`src/fwsr_pkg.sv`:
```
// Package with constants and carrier types for the flash status poller
package fwsr_pkg;

    // ****************************************
    // Register map of the controller
    // ****************************************
    localparam logic [3:0] FWSR_REG_CTRL = 4'h0;
    localparam logic [3:0] FWSR_REG_CMD = 4'h1;
    localparam logic [3:0] FWSR_REG_STATUS = 4'h2;
    localparam logic [3:0] FWSR_REG_DATA = 4'h3;
    localparam logic [3:0] FWSR_REG_ADDR = 4'h4;
    localparam logic [3:0] FWSR_REG_RDCNT = 4'h5;

    // ****************************************
    // Control field positions
    // ****************************************
    localparam int FWSR_CTRL_START = 0;
    localparam int FWSR_CTRL_ABORT = 1;
    localparam int FWSR_CTRL_USE_SECT = 2;
    localparam int FWSR_CTRL_WINDOW = 3;
    localparam int FWSR_CTRL_WRITE = 4;

    // ****************************************
    // Status field positions
    // ****************************************
    localparam int FWSR_ST_BUSY = 0;
    localparam int FWSR_ST_DONE = 1;
    localparam int FWSR_ST_FAIL = 2;
    localparam int FWSR_ST_WIN_PRE = 3;
    localparam int FWSR_ST_WIN_POST = 4;
    localparam int FWSR_ST_REJECT = 5;
    localparam int FWSR_ST_RDY_PIN = 6;

    // ****************************************
    // Flash data line positions
    // ****************************************
    localparam int FWSR_BIT_SECT_TOGGLE = 2;
    localparam int FWSR_BIT_WINDOW = 3;
    localparam int FWSR_BIT_TIMEOUT = 5;
    localparam int FWSR_BIT_TOGGLE = 6;
    localparam int FWSR_BIT_POLL = 7;

    // ****************************************
    // Bus timing and reset values
    // ****************************************
    localparam int FWSR_CLK_NS = 100;
    localparam int FWSR_STROBE_NS = 200;
    localparam int FWSR_STROBE_CYC = (FWSR_STROBE_NS + FWSR_CLK_NS - 1) / FWSR_CLK_NS;
    localparam logic [7:0] FWSR_RESET_CMD = 8'hf0;
    localparam logic [7:0] FWSR_DATA_RST = 8'h00;
    localparam logic [7:0] FWSR_ADDR_RST = 8'h00;

    // Pin group driven to the flash
    typedef struct packed {
        logic chip_select_n;
        logic output_strobe_n;
        logic write_strobe_n;
        logic [7:0] addr;
        logic [7:0] wdata;
        logic data_oe_n;
    } fwsr_pins_s;

    typedef enum logic [3:0] {
        FWSR_IDLE, FWSR_RD_ON, FWSR_RD_OFF, FWSR_EVAL,
        FWSR_WR_ON, FWSR_WR_OFF, FWSR_DONE
    } fwsr_state_e;

    typedef enum logic [2:0] {
        FWSR_J_FIRST, FWSR_J_SECOND, FWSR_J_RECHECK, FWSR_J_ARRAY,
        FWSR_J_WIN_PRE, FWSR_J_CMD, FWSR_J_WIN_POST
    } fwsr_job_e;

endpackage

```
`src/fwsr_sync.sv`:
```
// Two-stage synchroniser for pins from the flash
`timescale 1ns/1ps
module fwsr_sync #(
    parameter int WIDTH = 9
) (
    input wire logic i_core_clk,
    input wire logic i_reset_n,
    input wire logic [WIDTH-1:0] i_async,
    output logic [WIDTH-1:0] o_sync
);
    logic [WIDTH-1:0] meta_q;

    // First stage feeds only the second
    always_ff @(posedge i_core_clk or negedge i_reset_n) begin
        if (!i_reset_n) begin
            meta_q <= '0;
            o_sync <= '0;
        end else begin
            meta_q <= i_async;
            o_sync <= meta_q;
        end
    end
endmodule

```
`src/fwsr_ctrl.sv`:
```
// Host controller that polls flash write status over the parallel pins
//
// Local design decisions: the address-and-strobe port and the register offsets.
`timescale 1ns/1ps
// What this block does
// - Either select or output strobe frames a read; each counts once.
// - Host starts with two full reads and compares toggle bits.
// - After toggle stops, next read gives valid array data.
// - Toggling with timeout flag high: recheck, then fail and reset.
// - Resuming after leaving polling restarts from the first double read.
// - After timeout failure host writes the reset command.
// - Host may skip window flag only if gaps stay under 50 us; here the window control bit chooses it, and no gap timer exists.
// - Host samples window flag before and after each added sector command.
// - Host presents programmed or erase-selected address when polling.
module fwsr_ctrl
    import fwsr_pkg::*;
#(
    parameter int STROBE_CYC = FWSR_STROBE_CYC
) (
    input wire logic i_core_clk,
    input wire logic i_reset_n,
    input wire logic [3:0] i_addr,
    input wire logic [7:0] i_wdata,
    input wire logic i_wr,
    input wire logic i_rd,
    output logic [7:0] o_rdata,
    output logic o_chip_select_n,
    output logic o_output_strobe_n,
    output logic o_write_strobe_n,
    output logic [7:0] o_flash_addr,
    output logic [7:0] o_flash_wdata,
    output logic o_data_oe_n,
    input wire logic [7:0] i_flash_data,
    input wire logic i_ready_busy_out
);
    // ****************************************
    // Synchronised pins
    // ****************************************
    logic [8:0] pin_sync;
    logic [7:0] fdata;
    logic rdy_s;

    fwsr_sync #(.WIDTH(9)) u_sync (
        .i_core_clk(i_core_clk),
        .i_reset_n(i_reset_n),
        .i_async({i_ready_busy_out, i_flash_data}),
        .o_sync(pin_sync)
    );
    assign fdata = pin_sync[7:0];
    assign rdy_s = pin_sync[8];

    // ****************************************
    // State
    // ****************************************
    fwsr_state_e state_q, state_d;
    fwsr_job_e job_q, job_d;
    fwsr_pins_s pins_q, pins_d;
    logic [7:0] cnt_q, cnt_d;
    logic [7:0] addr_q, cmd_q, data_q, rdcnt_q;
    logic use_sect_q;
    logic prev_tog_q, busy_q, done_q, fail_q, win_pre_q, win_post_q, reject_q;
    logic [7:0] samp_q;
    logic [6:0] status_w;

    // Toggle bit chosen for the poll
    function automatic logic tog_of(input logic [7:0] d, input logic sect);
        tog_of = sect ? d[FWSR_BIT_SECT_TOGGLE] : d[FWSR_BIT_TOGGLE];
    endfunction

    // Register decode
    wire wr_ctrl = i_wr && (i_addr == FWSR_REG_CTRL);
    wire start_w = wr_ctrl && i_wdata[FWSR_CTRL_START] && (state_q == FWSR_IDLE);
    wire abort_w = wr_ctrl && i_wdata[FWSR_CTRL_ABORT];
    wire cnt_end = (cnt_q == 8'h00);
    // Decisions use the byte held at the end of the read, lines float after
    wire cur_tog = tog_of(samp_q, use_sect_q);
    wire toggled = cur_tog != prev_tog_q;
    wire tmo_hi = samp_q[FWSR_BIT_TIMEOUT];
    wire win_hi = samp_q[FWSR_BIT_WINDOW];
    assign status_w = {rdy_s, reject_q, win_post_q, win_pre_q, fail_q, done_q, busy_q};

    // Software registers
    always_ff @(posedge i_core_clk or negedge i_reset_n) begin
        if (!i_reset_n) begin
            addr_q <= FWSR_ADDR_RST;
            cmd_q <= FWSR_DATA_RST;
            use_sect_q <= 1'b0;
        end else begin
            if (i_wr && i_addr == FWSR_REG_ADDR) addr_q <= i_wdata;
            if (i_wr && i_addr == FWSR_REG_CMD) cmd_q <= i_wdata;
            if (start_w) begin
                use_sect_q <= i_wdata[FWSR_CTRL_USE_SECT];
            end
        end
    end

    // Read data, one cycle after the strobe
    always_ff @(posedge i_core_clk or negedge i_reset_n) begin
        if (!i_reset_n) begin
            o_rdata <= 8'h00;
        end else if (i_rd) begin
            case (i_addr)
                FWSR_REG_STATUS: o_rdata <= {1'b0, status_w};
                FWSR_REG_DATA: o_rdata <= data_q;
                FWSR_REG_ADDR: o_rdata <= addr_q;
                FWSR_REG_CMD: o_rdata <= cmd_q;
                FWSR_REG_RDCNT: o_rdata <= rdcnt_q;
                default: o_rdata <= 8'h00;
            endcase
        end else begin
            o_rdata <= 8'h00;
        end
    end

    // ****************************************
    // Sequencer
    // ****************************************
    // Next state and pin values
    always_comb begin
        state_d = state_q;
        job_d = job_q;
        pins_d = pins_q;
        cnt_d = cnt_end ? 8'h00 : cnt_q - 8'h01;
        case (state_q)
            FWSR_IDLE: begin
                if (start_w) begin
                    // Begin with a fresh double read, or with the window read when the window bit is set
                    job_d = FWSR_J_FIRST;
                    if (i_wdata[FWSR_CTRL_WINDOW]) job_d = FWSR_J_WIN_PRE;
                    state_d = FWSR_RD_ON;
                    cnt_d = STROBE_CYC[7:0];
                    pins_d.addr = addr_q;
                    pins_d.chip_select_n = 1'b0;
                    pins_d.output_strobe_n = 1'b0;
                end
            end
            FWSR_RD_ON: begin
                if (cnt_end) begin
                    // Both strobes released together end one read
                    pins_d.chip_select_n = 1'b1;
                    pins_d.output_strobe_n = 1'b1;
                    state_d = FWSR_RD_OFF;
                    cnt_d = STROBE_CYC[7:0];
                end
            end
            FWSR_RD_OFF: begin
                if (cnt_end) state_d = FWSR_EVAL;
            end
            FWSR_WR_ON: begin
                if (cnt_end) begin
                    pins_d.write_strobe_n = 1'b1;
                    pins_d.chip_select_n = 1'b1;
                    state_d = FWSR_WR_OFF;
                    cnt_d = STROBE_CYC[7:0];
                end
            end
            FWSR_WR_OFF: begin
                if (cnt_end) begin
                    pins_d.data_oe_n = 1'b1;
                    if (job_q == FWSR_J_CMD) begin
                        job_d = FWSR_J_WIN_POST;
                        state_d = FWSR_RD_ON;
                        cnt_d = STROBE_CYC[7:0];
                        pins_d.chip_select_n = 1'b0;
                        pins_d.output_strobe_n = 1'b0;
                    end else begin
                        state_d = FWSR_DONE;
                    end
                end
            end
            FWSR_EVAL: begin
                state_d = FWSR_RD_ON;
                cnt_d = STROBE_CYC[7:0];
                pins_d.chip_select_n = 1'b0;
                pins_d.output_strobe_n = 1'b0;
                case (job_q)
                    FWSR_J_WIN_PRE: begin
                        // Window closed before the command: do not send it
                        if (win_hi) state_d = FWSR_DONE;
                        else job_d = FWSR_J_CMD;
                        if (!win_hi) begin
                            state_d = FWSR_WR_ON;
                            pins_d.output_strobe_n = 1'b1;
                            pins_d.write_strobe_n = 1'b0;
                            pins_d.data_oe_n = 1'b0;
                            pins_d.wdata = cmd_q;
                        end else begin
                            pins_d.chip_select_n = 1'b1;
                            pins_d.output_strobe_n = 1'b1;
                        end
                    end
                    FWSR_J_WIN_POST: begin
                        state_d = FWSR_DONE;
                        pins_d.chip_select_n = 1'b1;
                        pins_d.output_strobe_n = 1'b1;
                    end
                    FWSR_J_FIRST: job_d = FWSR_J_SECOND;
                    FWSR_J_SECOND, FWSR_J_RECHECK: begin
                        if (!toggled) begin
                            job_d = FWSR_J_ARRAY;
                        end else if (job_q == FWSR_J_RECHECK) begin
                            // Still toggling after timeout: send reset
                            state_d = FWSR_WR_ON;
                            pins_d.output_strobe_n = 1'b1;
                            pins_d.write_strobe_n = 1'b0;
                            pins_d.data_oe_n = 1'b0;
                            pins_d.wdata = FWSR_RESET_CMD;
                        end else if (tmo_hi) begin
                            job_d = FWSR_J_RECHECK;
                        end
                    end
                    FWSR_J_ARRAY: begin
                        state_d = FWSR_DONE;
                        pins_d.chip_select_n = 1'b1;
                        pins_d.output_strobe_n = 1'b1;
                    end
                    default: state_d = FWSR_DONE;
                endcase
                if (abort_w) begin
                    state_d = FWSR_DONE;
                    pins_d.chip_select_n = 1'b1;
                    pins_d.output_strobe_n = 1'b1;
                    pins_d.write_strobe_n = 1'b1;
                    pins_d.data_oe_n = 1'b1;
                end
            end
            FWSR_DONE: state_d = FWSR_IDLE;
            default: state_d = FWSR_IDLE;
        endcase
    end

    // Sequencer registers
    always_ff @(posedge i_core_clk or negedge i_reset_n) begin
        if (!i_reset_n) begin
            state_q <= FWSR_IDLE;
            job_q <= FWSR_J_FIRST;
            cnt_q <= 8'h00;
            pins_q <= '{1'b1, 1'b1, 1'b1, 8'h00, 8'h00, 1'b1};
        end else begin
            state_q <= state_d;
            job_q <= job_d;
            cnt_q <= cnt_d;
            pins_q <= pins_d;
        end
    end

    // Sample and status flags
    wire eval_w = (state_q == FWSR_EVAL);
    always_ff @(posedge i_core_clk or negedge i_reset_n) begin
        if (!i_reset_n) begin
            samp_q <= 8'h00;
            prev_tog_q <= 1'b0;
            data_q <= FWSR_DATA_RST;
            rdcnt_q <= 8'h00;
            busy_q <= 1'b0;
            done_q <= 1'b0;
            fail_q <= 1'b0;
            win_pre_q <= 1'b0;
            win_post_q <= 1'b0;
            reject_q <= 1'b0;
        end else begin
            if (state_q == FWSR_RD_ON && cnt_end) samp_q <= fdata;
            if (eval_w) begin
                prev_tog_q <= cur_tog;
                rdcnt_q <= rdcnt_q + 8'h01;
            end
            if (eval_w && job_q == FWSR_J_ARRAY) data_q <= samp_q;
            if (eval_w && job_q == FWSR_J_WIN_PRE) win_pre_q <= win_hi;
            if (eval_w && job_q == FWSR_J_WIN_POST) begin
                win_post_q <= win_hi;
                reject_q <= win_hi;
            end
            if (eval_w && job_q == FWSR_J_RECHECK && toggled) fail_q <= 1'b1;
            if (start_w) begin
                busy_q <= 1'b1;
                done_q <= 1'b0;
                fail_q <= 1'b0;
                reject_q <= 1'b0;
                rdcnt_q <= 8'h00;
            end else if (state_q == FWSR_DONE) begin
                busy_q <= 1'b0;
                done_q <= 1'b1;
            end
        end
    end

    // Pins straight from flops
    assign o_chip_select_n = pins_q.chip_select_n;
    assign o_output_strobe_n = pins_q.output_strobe_n;
    assign o_write_strobe_n = pins_q.write_strobe_n;
    assign o_flash_addr = pins_q.addr;
    assign o_flash_wdata = pins_q.wdata;
    assign o_data_oe_n = pins_q.data_oe_n;
endmodule

```
`config.mk`:
```
export PLATFORM = sky130hd
export DESIGN_NAME = fwsr_ctrl
export DESIGN_NICKNAME = d
export VERILOG_FILES = /design/src/fwsr_pkg.sv /design/src/fwsr_sync.sv /design/src/fwsr_ctrl.sv
export SDC_FILE = /design/constraint.sdc
export NUM_CORES = 1
export LEC_CHECK = 0
export BUFFER_PORTS_ARGS = -buffer_cell sky130_fd_sc_hd__buf_2
export CAP_MARGIN = 5
export CORE_ASPECT_RATIO = 2
export CORE_MARGIN = 2
export CORE_UTILIZATION = 52
export CTS_BUF_LIST = sky130_fd_sc_hd__clkbuf_8
export CTS_CLUSTER_SIZE = 24
export DETAILED_ROUTE_END_ITERATION = 6
export PLACE_DENSITY = 0.8
export SLEW_MARGIN = 20
export SYNTH_ARGS = -nofsm -noshare
export SYNTH_HDL_FRONTEND = slang
export SYNTH_SLANG_ARGS = --single-unit
```
`constraint.sdc`:
```
create_clock -name i_core_clk -period 3.24 [get_ports i_core_clk]
set_input_delay 0.324 -clock i_core_clk [delete_from_list [all_inputs] [get_ports i_core_clk]]
set_output_delay 0.324 -clock i_core_clk [all_outputs]
set_load 0.005 [all_outputs]
```
==> report_table.html <==
<table>
<tr><th>Metric</th><th>Value</th></tr>
<tr><th colspan="2">Run status</th></tr>
<tr><td>Status</td><td>complete, no violations</td></tr>
<tr><th colspan="2">Synthesis</th></tr>
<tr><td>Primary flip-flop cell chosen by synthesis mapping</td><td>dfrtp_1</td></tr>
<tr><td>Net count of the mapped netlist</td><td>433</td></tr>
<tr><td>Async S/R FF share, synth</td><td>100%</td></tr>
<tr><td>Post-synth top area cell</td><td>dfrtp_1</td></tr>
<tr><td>Syn_area_per_cell</td><td>11.9 um^2</td></tr>
<tr><td>Synthesis-stage register bit count</td><td>108</td></tr>
<tr><td>Cell area after synthesis</td><td>4800 um^2</td></tr>
<tr><td>Most area-consuming cells after synthesis</td><td>dfrtp_1, mux2_2, a22oi_1</td></tr>
<tr><td>Portion of the post-synthesis area used by sequential elements</td><td>56.4%</td></tr>
<tr><td>Number of instances in the synthesized netlist</td><td>405</td></tr>
<tr><td>Warning count from the yosys run</td><td>0</td></tr>
<tr><td>Count of flip-flops with a built-in enable after synthesis</td><td>0</td></tr>
<tr><td>Library cells used by synthesis</td><td>56</td></tr>
<tr><td>Synth top area share</td><td>54.2%</td></tr>
<tr><th colspan="2">Clock network</th></tr>
<tr><td>Number of H-tree levels</td><td>3</td></tr>
<tr><td>Latest clock arrival within the worst-skew pair</td><td>380 ps</td></tr>
<tr><td>Clock input transition at the sequential cells of the worst setup and hold paths</td><td>100 ps</td></tr>
<tr><td>Number of buffers inserted by post-CTS setup repair</td><td>0</td></tr>
<tr><td>Number of buffers inserted during clock tree synthesis</td><td>9</td></tr>
<tr><td>CTS tree</td><td>built</td></tr>
<tr><td>TritonCTS Sinks</td><td>108</td></tr>
<tr><td>Clock Tree Root</td><td>clkbuf_8</td></tr>
<tr><td>Count of hold-fix buffers inserted at cts</td><td>0</td></tr>
<tr><td>Resized cells post-CTS</td><td>0</td></tr>
<tr><td>Max Root-Sink Buffers</td><td>2</td></tr>
<tr><th colspan="2">Global route</th></tr>
<tr><td>Remaining global-route overflow</td><td>0</td></tr>
<tr><td>Number of global-route vias before repair</td><td>3653</td></tr>
<tr><td>Most utilized layer in the global route result</td><td>met2</td></tr>
<tr><td>Global-route usage over all layers</td><td>24.3%</td></tr>
<tr><td>Met2 Use GR</td><td>42.4%</td></tr>
<tr><td>Number of antenna violations at the first check in global routing</td><td>0</td></tr>
<tr><td>Global-route wire length before repair</td><td>18600 um</td></tr>
<tr><td>Largest net degree at the start of global routing</td><td>61</td></tr>
<tr><td>Global routing usage on met3</td><td>3.53%</td></tr>
<tr><td>Met1 Resource Use GR</td><td>27.5%</td></tr>
<tr><th colspan="2">Placement</th></tr>
<tr><td>Weighted congestion reported at the end of routability-driven placement</td><td>0.984</td></tr>
<tr><td>Number of placed instances with taps included</td><td>550</td></tr>
<tr><td>Half-perimeter wire length of the detailed placement result</td><td>8510 um</td></tr>
<tr><td>Number of port buffers</td><td>52</td></tr>
<tr><th colspan="2">Timing</th></tr>
<tr><td>Relative slew slack</td><td>36.6%</td></tr>
<tr><td>Transition at the pin with the smallest max-transition slack</td><td>944 ps</td></tr>
<tr><td>Period Utilization, post-route</td><td>74.4%</td></tr>
<tr><td>Post-Route Setup TNS</td><td>0 ps</td></tr>
<tr><td>Maximum achievable frequency</td><td>415 MHz</td></tr>
<tr><td>Slew Limit Fails</td><td>0</td></tr>
<tr><td>Setup repair after global routing missed its margin</td><td>no</td></tr>
<tr><td>Maximum clock skew at final layout</td><td>10.2 ps</td></tr>
<tr><td>Min cycle time layout</td><td>2410 ps</td></tr>
<tr><td>Count of endpoints failing setup in the final report</td><td>0</td></tr>
<tr><td>Final Hold Viols</td><td>0</td></tr>
<tr><th colspan="2">Setup path</th></tr>
<tr><td>Critical Path End Type</td><td>register</td></tr>
<tr><td>Worst setup SP type</td><td>register</td></tr>
<tr><td>Beginning of the worst register-to-register path</td><td>state_q[2]</td></tr>
<tr><td>Flop2flop setup slack</td><td>830 ps</td></tr>
<tr><td>Cells on worst reg2reg path</td><td>5</td></tr>
<tr><td>Data arrival time of the critical path</td><td>2680 ps</td></tr>
<tr><td>Worst EP required</td><td>3510 ps</td></tr>
<tr><td>Highest fanout seen on the critical path</td><td>17</td></tr>
<tr><td>Critical path class</td><td>register to register</td></tr>
<tr><td>Startpoint of the worst setup timing path</td><td>state_q[2]</td></tr>
<tr><td>Worst flop-to-flop path endpoint</td><td>job_q[2]</td></tr>
<tr><th colspan="2">Detailed routing</th></tr>
<tr><td>Mean number of vias per cell</td><td>6.16</td></tr>
<tr><td>Antenna violation net count after detailed routing</td><td>0</td></tr>
<tr><td>First-pass detailed-route iteration total</td><td>5</td></tr>
<tr><td>Remaining DRCs</td><td>0</td></tr>
<tr><td>1st-iter DRT viols</td><td>235</td></tr>
<tr><td>Post-DR wirelength/cell</td><td>20.3 um</td></tr>
<tr><td>Total detailed-routing wirelength</td><td>11500 um</td></tr>
<tr><td>Total number of vias</td><td>3480</td></tr>
<tr><th colspan="2">Final layout</th></tr>
<tr><td>Post-Layout Cell Count</td><td>565</td></tr>
<tr><td>Commonest cells after routing, fill and taps aside</td><td>dfrtp_1, buf_2, mux2_2, nor2_1, nand2_1</td></tr>
<tr><td>Net total in the final layout</td><td>487</td></tr>
<tr><td>Area grow syn2layout</td><td>13.3%</td></tr>
<tr><td>Most common cell after layout, fill and taps aside</td><td>dfrtp_1</td></tr>
<tr><td>Final core utilization</td><td>60.4%</td></tr>
<tr><td>Layout cell share with drive strength beyond 1</td><td>29.4%</td></tr>
<tr><td>ANT cells</td><td>0</td></tr>
<tr><th colspan="2">Floorplan</th></tr>
<tr><td>Die Y</td><td>140 um</td></tr>
<tr><td>Starting utilization of the core area</td><td>53.3%</td></tr>
<tr><td>Standard-cell row count</td><td>49</td></tr>
<tr><td>Die Area</td><td>10100 um^2</td></tr>
<tr><td>I/O Pins</td><td>53</td></tr>
<tr><td>Core footprint</td><td>9010 um^2</td></tr>
<tr><td>Die X-Extent</td><td>72.0 um</td></tr>
<tr><th colspan="2">Power</th></tr>
<tr><td>Leak pwr</td><td>2.47 nW</td></tr>
<tr><td>Power density cells</td><td>656 nW/um^2</td></tr>
<tr><td>Maximum vdd ir drop</td><td>464 uV</td></tr>
<tr><th colspan="2">Flow run</th></tr>
<tr><td>Maxcap violations</td><td>0</td></tr>
<tr><th colspan="2">Worst hold path</th></tr>
<tr><td>Class of the tightest hold or removal check</td><td>input pin to asynchronous set/reset pin</td></tr>
</table>
## state kept, by name (all words and copies together), names as in the netlist, 3 cells and up
register and cells:
u_sync.meta_q 9, u_sync.o_sync 9, addr_q 8, cmd_q 8, cnt_q 8, data_q 8
o_flash_addr 8, o_flash_wdata 8, o_rdata 8, rdcnt_q 8, samp_q 8, job_q 3
state_q 3
## layer usage
metal  part of all wire (%)  wire [um]
met3                    3.6        408
met5                      0          0
met1                     37       4270
met4                    5.4        617
met2                     54       6190
## worst max-delay path, stage by stage (launching register included)
cell and delay (ps):
dfrtp_1 590, nand3b_1 480, nor4_1 510, a31oi_1 130, nand4_1 220, mux2_2 360
## how the worst max path moves through the flow
| stage | to | cells past startpoint |
|---|---|---|
| 6_report | job_q[2] | 5 |
| 2_1_floorplan | use_sect_q | 5 |
| 4_1_cts | job_q[2] | 5 |
| 3_5_place_dp | job_q[2] | 5 |
| 5_1_grt | job_q[2] | 5 |
| 3_3_place_gp | job_q[0] | 5 |
## cell type report
class | count | area, um^2
Clock buffer | 10 | 138
Clock inverter | 5 | 109
Fill cell | 733 | 3570
Inverter | 8 | 30.0
Multi-Input combinational cell | 272 | 2000
Sequential cell | 108 | 2710
Tap cell | 102 | 128
Timing Repair Buffer | 60 | 335
## synthesized netlist by cell type, types with 8 or more instances
cell and n:
nor3_1 9, dfrtp_1 104, xor2_1 9, clkbuf_1 12
nand2_1 30, mux2_2 45, a22oi_1 16, inv_1 8
o21ai_0 15, nor2_1 30, a21oi_1 11, a31oi_1 10
## metrics by stage
step                      setup slack (ps)  area, um^2  power, mW  hold WS [ps]
after global placement                1020        5200       2.57           331
after CTS                              922        5450       3.59          35.9
after floorplan                       1440        4800       2.32          28.4
final                                  831        5450       3.57          6.62
after global routing                   697        5450       3.75          39.5
after detailed placement               917        5200       2.61           336
## kinds of logic after synthesis
kind of cell    Yosys count  synth area share, %
simple gates            113                 13.1
flops                   108                 56.4
compound gates           91                 13.4
mux                      49                 11.4
buf+inv                  25                 2.06
xor+xnor                 16                 2.92
fa+ha+maj                 3                0.781
## report_power, final
part           leakage, nW  switching [mW]  internal, mW
combinational        0.981           0.432         0.357
clock                0.120           0.446         0.535
sequential            1.37           0.216          1.58
No activity file was read; power rests on OpenSTA's default activity.
